## src/rtl/cel_pkg.sv

```systemverilog
package cel_pkg;
    // mirror and nvm geometry
    localparam int          CEL_WORD_W    = 16;
    localparam int          CEL_BYTE_W    = 8;
    localparam int          CEL_NVM_AW    = 8;
    localparam int          CEL_MIR_AW    = 4;
    localparam int          CEL_ECC_W     = 6;
    localparam logic [7:0]  CEL_KEY_ADDR  = 8'h00;
    localparam logic [7:0]  CEL_KEY_VALUE = 8'hCB;
    localparam logic [7:0]  CEL_CAL_BASE  = 8'h01;
    // gain delta field widths
    localparam int          CEL_ROOM_W    = 10;
    localparam int          CEL_EVEN_W1   = 4;
    localparam int          CEL_EVEN_WX   = 2;
    localparam int          CEL_ODD_W1    = 7;
    localparam int          CEL_ODD_WX    = 6;
    localparam int          CEL_CUR_W     = 9;
    // mirror word indices of the decoded terms
    localparam logic [3:0]  CEL_IDX_ROOM  = 4'h0;
    localparam logic [3:0]  CEL_IDX_TEMP1 = 4'h1;
    localparam logic [3:0]  CEL_IDX_TEMPX = 4'h2;
    localparam logic [3:0]  CEL_IDX_CUR0  = 4'h4;
    // amplifier gain select codes: 4, 16, 64, 256
    localparam logic [1:0]  CEL_PGA_4     = 2'h0;
    localparam logic [1:0]  CEL_PGA_16    = 2'h1;
    localparam logic [1:0]  CEL_PGA_64    = 2'h2;
    localparam logic [1:0]  CEL_PGA_256   = 2'h3;
    // unity in 1.15 fixed point
    localparam logic [17:0] CEL_UNITY     = 18'h08000;
    // delta steps onto the 1.15 unity scale
    localparam int          CEL_FINE_SH   = 2; // 0.01221 percent step
    localparam int          CEL_CUR_SH    = 5; // 0.09766 percent step
    localparam int          CEL_WGT_SH    = 7 - CEL_FINE_SH; // weight 128

    typedef enum logic [7:0] {
        CEL_S_FUSE  = 8'h01,
        CEL_S_KEYRQ = 8'h02,
        CEL_S_KEYWT = 8'h04,
        CEL_S_HIRQ  = 8'h08,
        CEL_S_HIWT  = 8'h10,
        CEL_S_LORQ  = 8'h20,
        CEL_S_LOWT  = 8'h40,
        CEL_S_IDLE  = 8'h80
    } cel_state_t;
endpackage : cel_pkg

```

## src/rtl/cel_mirror_ram.sv

```systemverilog
`timescale 1ns/1ps
`default_nettype none
// mirror memory, registered read port
module cel_mirror_ram
    import cel_pkg::*;
#(
    parameter int AW = CEL_MIR_AW,
    parameter int DW = CEL_WORD_W + CEL_ECC_W
) (
    input  wire logic          clk,
    input  wire logic          wrEn,
    input  wire logic [AW-1:0] wrAddr,
    input  wire logic [DW-1:0] wrData,
    input  wire logic [AW-1:0] rdAddr,
    output logic      [DW-1:0] rdData
);
    logic [DW-1:0] mem [2**AW];

    // write port and registered read
    always_ff @(posedge clk) begin
        if (wrEn) begin
            mem[wrAddr] <= wrData;
        end
        rdData <= mem[rdAddr];
    end
endmodule : cel_mirror_ram
`default_nettype wire

```

## src/rtl/cel_calibration_eeprom_loader.sv

```systemverilog
// Operation
// - nvm is recognised only if byte 00 holds key CB
// - host write with direction 0 makes the block write that nvm byte
// - host write with direction 1 fetches byte, returned in read-data field
// - every reset loads mirror from fuses, then publishes mirror contents
// - recognised nvm overwrites the fuse mirror automatically at init
// - mirror words are 16 bits, built from two nvm bytes
// - word n takes nvm byte 2n+1 as high, 2n+2 as low
// - every calibration word is ecc-checked before the logic uses it
// - gain is one plus a stored two's-complement delta
// - temperature gain built from room value plus cold and hot deltas
// - current gain picked from four by amplifier gain 4,16,64,256
// - even-vs-odd room delta is 4 bits first pair, 2 bits others
// - odd cold delta is 7 bits first cell, 6 bits others
// - odd hot delta is 7 bits first cell, 6 bits others
`timescale 1ns/1ps
`default_nettype none
module cel_calibration_eeprom_loader
    import cel_pkg::*;
#(
    parameter int WORDS = 2**CEL_MIR_AW
) (
    input  wire logic                  clk,
    input  wire logic                  sys_rst,
    // fuse array read port, same clock
    output logic [CEL_MIR_AW-1:0]      fuseAddr,
    input  wire logic [21:0]           fuseData,
    // host control register
    input  wire logic                  ctrlWrite,
    input  wire logic [CEL_NVM_AW-1:0] ctrlAddr,
    input  wire logic [CEL_BYTE_W-1:0] nvm_write_byte,
    input  wire logic                  ctrlRead,
    output logic [CEL_BYTE_W-1:0]      nvm_read_byte,
    output logic                       ctrlBusy,
    // generic nvm byte port
    output logic                       nvmReq,
    output logic                       nvmWrite,
    output logic [CEL_NVM_AW-1:0]      nvmAddr,
    output logic [CEL_BYTE_W-1:0]      nvmWData,
    input  wire logic                  nvmDone,
    input  wire logic [CEL_BYTE_W-1:0] nvmRData,
    // functional side
    output logic                       initDone,
    output logic                       nvmFound,
    input  wire logic [CEL_MIR_AW-1:0] calAddr,
    output logic [CEL_WORD_W-1:0]      calWord,
    output logic                       calEccErr,
    input  wire logic [1:0]            pgaSel,
    input  wire logic signed [7:0]     tempWeight,
    output logic [17:0]                oddCellGain,
    output logic [17:0]                currentGain
);
    if (WORDS != 2**CEL_MIR_AW) begin : g_bad_words
        $error("WORDS must match mirror size");
    end

    typedef struct packed {
        cel_state_t                st;
        logic [CEL_MIR_AW-1:0]     idx;
        logic [CEL_BYTE_W-1:0]     hiByte;
        logic                      found;
        logic                      fuseGo;
        logic                      hostOp;
        logic                      req;
        logic                      wr;
        logic [CEL_NVM_AW-1:0]     addr;
        logic [CEL_BYTE_W-1:0]     wdata;
        logic [CEL_BYTE_W-1:0]     rdByte;
        logic                      done;
        logic                      memWe;
        logic [CEL_MIR_AW-1:0]     memAddr;
        logic [21:0]               memData;
    } cel_reg_t;

    cel_reg_t s_r, s_nxt;
    logic [21:0] ramRd;
    logic [CEL_WORD_W-1:0] nvmWord;

    // simple parity-style ecc: six check bits over 16 data bits
    function automatic logic [CEL_ECC_W-1:0] celEcc(
        input logic [CEL_WORD_W-1:0] d);
        logic [CEL_ECC_W-1:0] e;
        e = '0;
        for (int i = 0; i < CEL_WORD_W; i++) begin
            e[i % CEL_ECC_W] = e[i % CEL_ECC_W] ^ d[i];
        end
        return e;
    endfunction : celEcc

    assign nvmWord = {s_r.hiByte, nvmRData};

    // sequencer: fuse copy, key probe, nvm reload, host access
    always_comb begin
        s_nxt = s_r;
        s_nxt.req = 1'b0;
        s_nxt.memWe = 1'b0;
        case (s_r.st)
            CEL_S_FUSE: begin
                // fuse word arrives one cycle after its address
                // so each write lands at the previous index
                s_nxt.memWe = s_r.fuseGo;
                s_nxt.memAddr = s_r.idx - 1'b1;
                s_nxt.memData = fuseData;
                s_nxt.fuseGo = 1'b1;
                s_nxt.idx = s_r.idx + 1'b1;
                if (s_r.fuseGo && s_r.idx == '0) begin
                    s_nxt.st = CEL_S_KEYRQ;
                end
            end
            CEL_S_KEYRQ: begin
                s_nxt.req = 1'b1;
                s_nxt.wr = 1'b0;
                s_nxt.addr = CEL_KEY_ADDR;
                s_nxt.st = CEL_S_KEYWT;
            end
            CEL_S_KEYWT: begin
                if (nvmDone) begin
                    s_nxt.found = (nvmRData == CEL_KEY_VALUE);
                    s_nxt.idx = '0;
                    s_nxt.st = (nvmRData == CEL_KEY_VALUE) ?
                               CEL_S_HIRQ : CEL_S_IDLE;
                end
            end
            CEL_S_HIRQ: begin
                s_nxt.req = 1'b1;
                s_nxt.wr = 1'b0;
                s_nxt.addr = CEL_CAL_BASE + {3'h0, s_r.idx, 1'b0};
                s_nxt.st = CEL_S_HIWT;
            end
            CEL_S_HIWT: begin
                if (nvmDone) begin
                    s_nxt.hiByte = nvmRData;
                    s_nxt.st = CEL_S_LORQ;
                end
            end
            CEL_S_LORQ: begin
                s_nxt.req = 1'b1;
                s_nxt.addr = s_r.addr + 1'b1;
                s_nxt.st = CEL_S_LOWT;
            end
            CEL_S_LOWT: begin
                if (nvmDone && s_r.hostOp) begin
                    s_nxt.rdByte = s_r.wr ? s_r.rdByte : nvmRData;
                    s_nxt.hostOp = 1'b0;
                    s_nxt.st = CEL_S_IDLE;
                end else if (nvmDone) begin
                    s_nxt.memWe = 1'b1;
                    s_nxt.memAddr = s_r.idx;
                    s_nxt.memData = {celEcc(nvmWord), nvmWord};
                    s_nxt.idx = s_r.idx + 1'b1;
                    s_nxt.st = (s_r.idx == '1) ? CEL_S_IDLE : CEL_S_HIRQ;
                end
            end
            CEL_S_IDLE: begin
                s_nxt.done = 1'b1;
                // one access in flight; commands accepted only here
                if (ctrlWrite) begin
                    s_nxt.req = 1'b1;
                    s_nxt.hostOp = 1'b1;
                    s_nxt.addr = ctrlAddr;
                    s_nxt.wdata = nvm_write_byte;
                    s_nxt.st = CEL_S_LOWT;
                    s_nxt.wr = ~ctrlRead;
                end
            end
            default: begin
                s_nxt.st = CEL_S_FUSE;
            end
        endcase
    end

    // state register
    always_ff @(posedge clk or posedge sys_rst) begin
        if (sys_rst) begin
            s_r <= '{st: CEL_S_FUSE, default: '0};
        end else begin
            s_r <= s_nxt;
        end
    end

    cel_mirror_ram #(.AW(CEL_MIR_AW), .DW(22)) u_mirror (
        .clk    (clk),
        .wrEn   (s_r.memWe),
        .wrAddr (s_r.memAddr),
        .wrData (s_r.memData),
        .rdAddr (calAddr),
        .rdData (ramRd)
    );

    // ecc check on every mirror read
    logic [CEL_WORD_W-1:0] calRaw;
    logic                  eccBad;
    assign calRaw = ramRd[CEL_WORD_W-1:0];
    assign eccBad = celEcc(calRaw) != ramRd[21:CEL_WORD_W];

    always_ff @(posedge clk or posedge sys_rst) begin
        if (sys_rst) begin
            calWord   <= '0;
            calEccErr <= 1'b0;
        end else begin
            calWord   <= (eccBad || !s_r.done) ? '0 : calRaw;
            calEccErr <= eccBad && s_r.done;
        end
    end

    // gain terms, captured into shadow words after init
    logic [CEL_WORD_W-1:0] roomW, tempW, curW [4];
    logic signed [CEL_ROOM_W-1:0] odd_cell_room_gain;
    logic signed [CEL_ODD_W1-1:0] odd_cell_cold_delta, odd_cell_hot_delta;
    logic signed [CEL_EVEN_W1-1:0] even_cell_room_delta;
    logic signed [CEL_CUR_W-1:0]  gain_delta;
    logic signed [17:0] tempTerm;
    logic signed [17:0] weightWide, coldMul, hotMul;

    always_ff @(posedge clk or posedge sys_rst) begin
        if (sys_rst) begin
            roomW <= '0;
            tempW <= '0;
            for (int i = 0; i < 4; i++) curW[i] <= '0;
        end else if (s_r.done) begin
            if (calAddr == CEL_IDX_ROOM) roomW <= calWord;
            if (calAddr == CEL_IDX_TEMP1) tempW <= calWord;
            for (int i = 0; i < 4; i++) begin
                if (calAddr == CEL_IDX_CUR0 + 4'(i)) curW[i] <= calWord;
            end
        end
    end

    // field widths: only the wide first-cell fields are decoded
    assign odd_cell_room_gain   = roomW[CEL_ROOM_W-1:0];
    assign even_cell_room_delta = roomW[15:12];
    assign odd_cell_cold_delta  = tempW[6:0];
    assign odd_cell_hot_delta   = tempW[13:7];
    assign gain_delta = curW[pgaSel][CEL_CUR_W-1:0];

    // delta scaled by weight, widened first: -128 is full cold
    assign weightWide = 18'(tempWeight);
    assign coldMul    = 18'(odd_cell_cold_delta) * -weightWide;
    assign hotMul     = 18'(odd_cell_hot_delta) * weightWide;
    assign tempTerm   = (tempWeight < 0) ? (coldMul >>> CEL_WGT_SH)
                                         : (hotMul >>> CEL_WGT_SH);

    always_ff @(posedge clk or posedge sys_rst) begin
        if (sys_rst) begin
            oddCellGain <= CEL_UNITY;
            currentGain <= CEL_UNITY;
        end else begin
            oddCellGain <= CEL_UNITY
                           + (18'(odd_cell_room_gain) <<< CEL_FINE_SH)
                           + tempTerm;
            currentGain <= CEL_UNITY
                           + (18'(gain_delta) <<< CEL_CUR_SH);
        end
    end

    assign fuseAddr      = s_r.idx;
    assign nvm_read_byte = s_r.rdByte;
    assign ctrlBusy      = s_r.st != CEL_S_IDLE;
    assign nvmReq        = s_r.req;
    assign nvmWrite      = s_r.wr;
    assign nvmAddr       = s_r.addr;
    assign nvmWData      = s_r.wdata;
    assign initDone      = s_r.done;
    assign nvmFound      = s_r.found;

    keyFound_a: assert property (@(posedge clk) disable iff (sys_rst)
        (s_r.st == CEL_S_KEYWT && nvmDone) |=>
        (nvmFound == ($past(nvmRData) == CEL_KEY_VALUE)))
        else $error("key check wrong");
    oneAccess_a: assert property (@(posedge clk) disable iff (sys_rst)
        nvmReq |=> !nvmReq)
        else $error("overlapping nvm access");
    pairAddr_a: assert property (@(posedge clk) disable iff (sys_rst)
        (s_r.st == CEL_S_HIRQ) |=> nvmReq && nvmAddr[0])
        else $error("high byte not at odd address");
    hostRead_a: assert property (@(posedge clk) disable iff (sys_rst)
        (s_r.st == CEL_S_IDLE && ctrlWrite) |=> nvmWrite == !$past(ctrlRead))
        else $error("direction bit misused");
    eccGate_a: assert property (@(posedge clk) disable iff (sys_rst)
        calEccErr |-> calWord == '0)
        else $error("bad word passed");
    noInitUse_a: assert property (@(posedge clk) disable iff (sys_rst)
        !initDone |=> ##1 (calWord == '0 || initDone))
        else $error("mirror used before init");
    unityGain_a: assert property (@(posedge clk) disable iff (sys_rst)
        ##1 (currentGain ==
             CEL_UNITY + (18'($past(gain_delta)) <<< CEL_CUR_SH)))
        else $error("current gain not unity plus delta");
    fuseFirst_a: assert property (@(posedge clk) disable iff (sys_rst)
        (s_r.st == CEL_S_KEYRQ) |-> $past(s_r.st) == CEL_S_FUSE)
        else $error("nvm probed before fuse copy");
endmodule : cel_calibration_eeprom_loader
`default_nettype wire

```

## config.mk

```make
export PLATFORM = sky130hd
export DESIGN_NAME = cel_calibration_eeprom_loader
export DESIGN_NICKNAME = d
export VERILOG_FILES = /design/src/rtl/cel_pkg.sv /design/src/rtl/cel_mirror_ram.sv /design/src/rtl/cel_calibration_eeprom_loader.sv
export SDC_FILE = /design/constraint.sdc
export NUM_CORES = 1
export LEC_CHECK = 0
export ABC_AREA = 1
export ABC_CLOCK_PERIOD_IN_PS = 7040
export BUFFER_PORTS_ARGS = -buffer_cell sky130_fd_sc_hd__buf_4
export CAP_MARGIN = 0
export CORE_MARGIN = 2
export CORE_UTILIZATION = 60
export DETAILED_ROUTE_END_ITERATION = 16
export PLACE_DENSITY = 0.84
export SKIP_CTS_REPAIR_TIMING = 1
export SYNTH_ARGS = -nofsm -noshare
export SYNTH_HDL_FRONTEND = slang
export SYNTH_SLANG_ARGS = --single-unit
export TNS_END_PERCENT = 20
```

## constraint.sdc

```tcl
create_clock -name clk -period 7.04 [get_ports clk]
set_clock_uncertainty 0.1 [all_clocks]
set_input_delay 0.704 -clock clk [delete_from_list [all_inputs] [get_ports clk]]
set_output_delay 0.704 -clock clk [all_outputs]
set_load 0.01 [all_outputs]
```

### After elaboration in Yosys (flattened, before gate mapping)

Memories as Yosys holds them, arrays and structs flattened. A register that Yosys moved wholly into a read port is not among the register bits.
Cells that the tools add are included.

* register bits: 218
* bits in latches: 0
* memory bits (writable): 352
* bits in read-only memories: 0
* bits of input ports: 65
* output and inout port bits: 86
* word-level logic and storage cells: 143
* memories: 1

Memory list
* u_mirror.mem: words 16, bits a word 22, read ports 1, clocked after Yosys merged registers in 1, write ports 1, RTL line cel_mirror_ram.sv:17 `logic [DW-1:0] mem [2**AW];`

* add/subtract/negate cells: 8
* $mul: 2
* div/mod/pow operators: 0
* magnitude comparators: 2
* eq/ne operators: 25
* shift-type cells: 0
* multiplexer cells: 27
* bitwise operators: 23
* reductions and logical operators: 30

Operators by type and width (number)
* $pmux W8 S8: 1
* $mux W27: 2
* $pmux W27 S2: 1
* $mux W8: 6
* $bmux W16 S2: 1
* $pmux W8 S4: 1
* $mux W12: 2
* $reduce_and A2 Y1: 11
* $xor A1 B1 Y1: 20
* $mux W19: 1
* $add A17 B12 Y18 const A: 1
* $add A17 B14 Y18 const A: 1
* $add A18 B18 Y18: 1
* $mul A7 B18 Y18: 1
* $mux W18: 1
* $mux W9: 2
* $neg A8 Y18: 1
* $eq A4 B3 Y1 const B: 4
* $eq A8 B8 Y1 const B: 2
* $mux W16: 1
* $mul A7 B8 Y15: 1
* $ne A2 B2 Y1 const B: 7
* $pmux W4 S3: 1
* $reduce_and A3 Y1: 3
* other kinds (34): 44

### Logic depth before layout (Yosys ltp)

* depth after elaboration: 5
* mapped depth: 42
* depth with buffers taken out: 41

### By module

A second synthesis with hierarchy kept.

* cells, all modules: 3180
* area total of the unflattened synthesis: 29732.3 um^2

By module, submodules not included
* cel_mirror_ram: times used 1, cells each 1466, area each 15650.0 um^2, seq. area each 11010.6 um^2
* cel_calibration_eeprom_loader: times used 1, cells each 1714, area each 14082.3 um^2, seq. area each 4558.1 um^2

### Least setup slack after synthesis

No wires, ideal clock.

* path type: input port to flip-flop
* start point: input tempWeight[0]
* end point: register oddCellGain[15]
* arrival time: 6797 ps
* data required time: 6854 ps
* setup slack: 57 ps
* cell stages on the path: 41
* cell sequence: buf_4 -> inv_2 -> ha_1 -> nand2_1 -> nor2_1 -> inv_1 -> o21ai_0 -> nand2_1 -> inv_1 -> nand2_1 -> fa_1 -> inv_1 -> fa_1 -> fa_1 -> inv_1 -> fa_1 -> inv_1 -> ha_1 -> [5 not listed] -> nand2_2 -> nand2_1 -> nand2_2 -> nand2_2 -> nand2_1 -> nand2_1 -> nand3_1 -> nand2_1 -> ha_1 -> ha_1 -> a21oi_1 -> nand2_1 -> a21oi_1 -> o21bai_1 -> a21boi_0 -> o21ai_0 -> o21ai_0 -> o21ai_0

* word-level cells in the longest chain between the ends: 4
* elaborated cells between the ends (all ways): 6
* those cells by class: add/sub (2); mul (2); order compare (1); mux (1)

Ends and longest elaborated chain
* from (decl): RTL line cel_calibration_eeprom_loader.sv:49 `input wire logic signed [7:0] tempWeight,`
* $neg A8 Y18: RTL line cel_calibration_eeprom_loader.sv:238 `assign coldMul = 18'(odd_cell_cold_delta) * -weightWide;`
* $mul A7 B18 Y18: RTL line cel_calibration_eeprom_loader.sv:238
* $mux W18 (*): RTL line cel_calibration_eeprom_loader.sv:240 `assign tempTerm = (tempWeight < 0) ? (coldMul >>> CEL_WGT_SH)`
* $add A18 B18 Y18 (*): RTL line cel_calibration_eeprom_loader.sv:250 `+ tempTerm;`
* to (signal assigned): RTL line cel_calibration_eeprom_loader.sv:248 `oddCellGain <= CEL_UNITY`
* to (decl): RTL line cel_calibration_eeprom_loader.sv:50 `output logic [17:0] oddCellGain,`

Every way passes the cells marked *; elsewhere a longest branch is shown, timed or not.
A chain may end at the register's enable or synchronous reset.

### Final worst setup path

* start point: input tempWeight[0]
* end point: register oddCellGain[10]

Same word-level chain as after synthesis.

==> results.ini <==
[floorplan]
die_w_um=218
io_pins=151
dieArea_um2=47600
core_area_um2=45400
die_h_um=218
fp-row-count=78
start_util=0.607

[worst_setup_path]
cp-start-kind=primary input
reg2reg_depth=27
critical_path_class=primary input to register
timing.rr.start=tempW[1]
reg2reg_slack_ps=710
cp-end-kind=register
reg2reg_to=oddCellGain[10]
worstPathArrival_ps=6880
worst-path-max-fanout=7
max_stage_delay_ps=560
worstPathRequired_ps=7470
critPathMostFrequentCell=nand2_1
cp_slowest_cell=fa_1

[synth]
yosysTopAreaCell=edfxtp_1
yosysMostFrequentCell=nand2_1
yosys_warnings=0
yosysSeqAreaShare=0.565
syn_area_um2=27500
synth_edf_count=352
synth.distinct_cells=53
synth_cells=2571
synth_common_cells=nand2_1 (486), edfxtp_1 (352), inv_1 (345), nor2_1 (212), dfrtp_1 (179)
synth.top_cells.by_area=edfxtp_1 (38%), dfrtp_1 (16%), fa_1 (7.7%)
avgSynthCellArea_um2=10.7
synth_top_area_share=0.384
ys.flop_type=edfxtp_1
synth-seq-cells=556
async_flop_share=0.327

[routing]
highest-signal-layer=met4
vias_per_cell=5.94
met1_length_um=25500
drcViolationCount=0
wl_met2_um=34800
avgRoutedWirePerCell_um=20.9
route.met3.wl_um=6250
final_antenna_net_count=0
dr.pass1.iters=6
num_vias=20000
wirelength_um=70100
first_iter_violations=2345

[pwr]
p_per_area_nw_per_um2=298
ir_worst_vdd_mv=0.284
power_leakage_uw=0.0139

[layout]
register_area_um2=15600
syn_to_final_growth_pct=13.1
multi_input_area_um2=10100
layout-drive-gt1-share=0.130
fin_nets=2977
fin_util=0.687
antennaDiodeCount=0
nFillCells=3080

[sta]
fin_crit_sh=0.917
max_clock_freq_mhz=155
fin_ws_ps=582
slew_headroom=0.194
worst_pin_slew_ps=1200
fin_crit_ps=6460
rsz0062_at_grt=false
slew_viol_final=0
hold_viol=0
setup_viol_count_final=0
tns_ps=0

[global_route]
overflow=0
antenna_found_initial=0
grt_pass1_vias=20000
grt_max_degree=115
grt_pass1_wl_um=109000
grt_usage=0.300

[clock_network]
clockBufferDepth=3
cts_buffers=54
clk_latency_ps=620
cts_root_buf=clkbuf_16
clock-sinks=556
tritoncts=yes
h-tree-depth=2
clkTransAtPathRegs_ps=60

[flow_run]
cap_viol_max_count=0

[place]
dp_hpwl_um=44500
post-place-ws_ps=-142
io_buffers=143
gp_congestion=0.915

[min_path]
hold_class=primary input to async pin

[run_status]
status=completed

-- worst max-delay path by stage --
stage	start	to	slack, ps	cells past startpoint
after detailed placement	tempWeight[0]	oddCellGain[15]	-140	40
final	tempWeight[0]	oddCellGain[10]	580	34
after floorplan	tempWeight[0]	oddCellGain[15]	60	41
after CTS	tempWeight[0]	oddCellGain[15]	490	40
after global routing	tempWeight[0]	oddCellGain[15]	10	41
after global placement	tempWeight[0]	oddCellGain[15]	-20	36
-- report_power, final --
part           internal [µW]  switching (µW)  total [µW]
Sequential              4340             534        4870
Combinational            485            1010        1500
Clock                   1670            1230        2900
Total                   6490            2780        9270
-- per-layer routing --
layer	vias up	GRT usage
met1	9674	0.377
met5	-	0
met4	0	0.149
met3	239	0.0519
li1	8893	-
met2	1148	0.505
-- final cells by class --
type,instances,share of cell area
clock buffer,81,0.0519
tap,600,0.0241
clock inverter,21,0.00610
multi-input combinational,1539,0.325
sequential,556,0.500
timing repair buffer,207,0.0499
inverter,357,0.0433
-- state kept, by name, summed over array words and instances, names as in the netlist, 4 cells and up --
register and count:
nvmWData 8, nvmAddr 8, nvmWord 8, s_r 37
fuseAddr 4, u_mirror.mem 352, oddCellGain 18, u_mirror.rdData 22
currentGain 10, roomW 10, nvm_read_byte 8, curW 36
tempW 14, calWord 16
-- worst max-delay path, delay by kind of cell --
family / cells / cell delay (ps)
adders and majority gates: 9 / 3540
and+or+nand+nor: 12 / 1130
buffers and inverters: 9 / 750
AOI/OAI and AO/OA: 3 / 620
xor gates and xnor gates: 1 / 150
-- placed cells by master, fill, tap and decap left out, types with 3 or more instances in the layout --
| master | count |
|---|---|
| edfxtp_1 | 352 |
| clkbuf_8 | 10 |
| o211ai_1 | 27 |
| inv_2 | 8 |
| dfstp_2 | 3 |
| nor4_1 | 4 |
| nand3_1 | 125 |
| nand3_2 | 5 |
| dfxtp_1 | 22 |
| clkbuf_16 | 57 |
| o221ai_1 | 4 |
| nand4_1 | 20 |
| clkbuf_1 | 14 |
| nor3_1 | 5 |
| inv_1 | 344 |
| clkinv_4 | 4 |
| fa_1 | 106 |
| a21oi_1 | 80 |
| xor2_1 | 20 |
| nand2_1 | 486 |
| conb_1 | 8 |
| clkinv_1 | 4 |
| nand2_2 | 7 |
| o21ai_0 | 92 |
| xnor2_1 | 27 |
| nor2_2 | 8 |
| buf_4 | 207 |
| ha_1 | 91 |
| mux2_2 | 4 |
| nor2_4 | 19 |
| a22oi_1 | 164 |
| o2111ai_1 | 3 |
| nor2_1 | 192 |
| o22ai_1 | 13 |
| clkinv_2 | 10 |
| dfrtp_1 | 179 |
-- logic make-up (layout without fill, tap and decap cells) --
family / Yosys count / after routing / synth area share
other cells: 1 / 8 / 0.000136
flops: 556 / 556 / 0.565
mux: 4 / 4 / 0.00164
xor+xnor: 47 / 47 / 0.0149
buf+inv: 483 / 666 / 0.0730
fa+ha+maj: 197 / 197 / 0.118
compound gates: 403 / 403 / 0.0940
simple gates: 880 / 880 / 0.133
-- stage by stage --
step           cell area, µm²  std cells  power [µW]  hold WS, ps
4_1_cts                 31200       3361        9260          179
2_1_floorplan           27600       2578        5680          314
6_report                31200       3361        9270          149
3_5_place_dp            29400       3259        6360          329
3_3_place_gp            29400       3259        6240          330
5_1_grt                 31200       3361        9610          191
No activity file was read; power rests on OpenSTA's default activity.
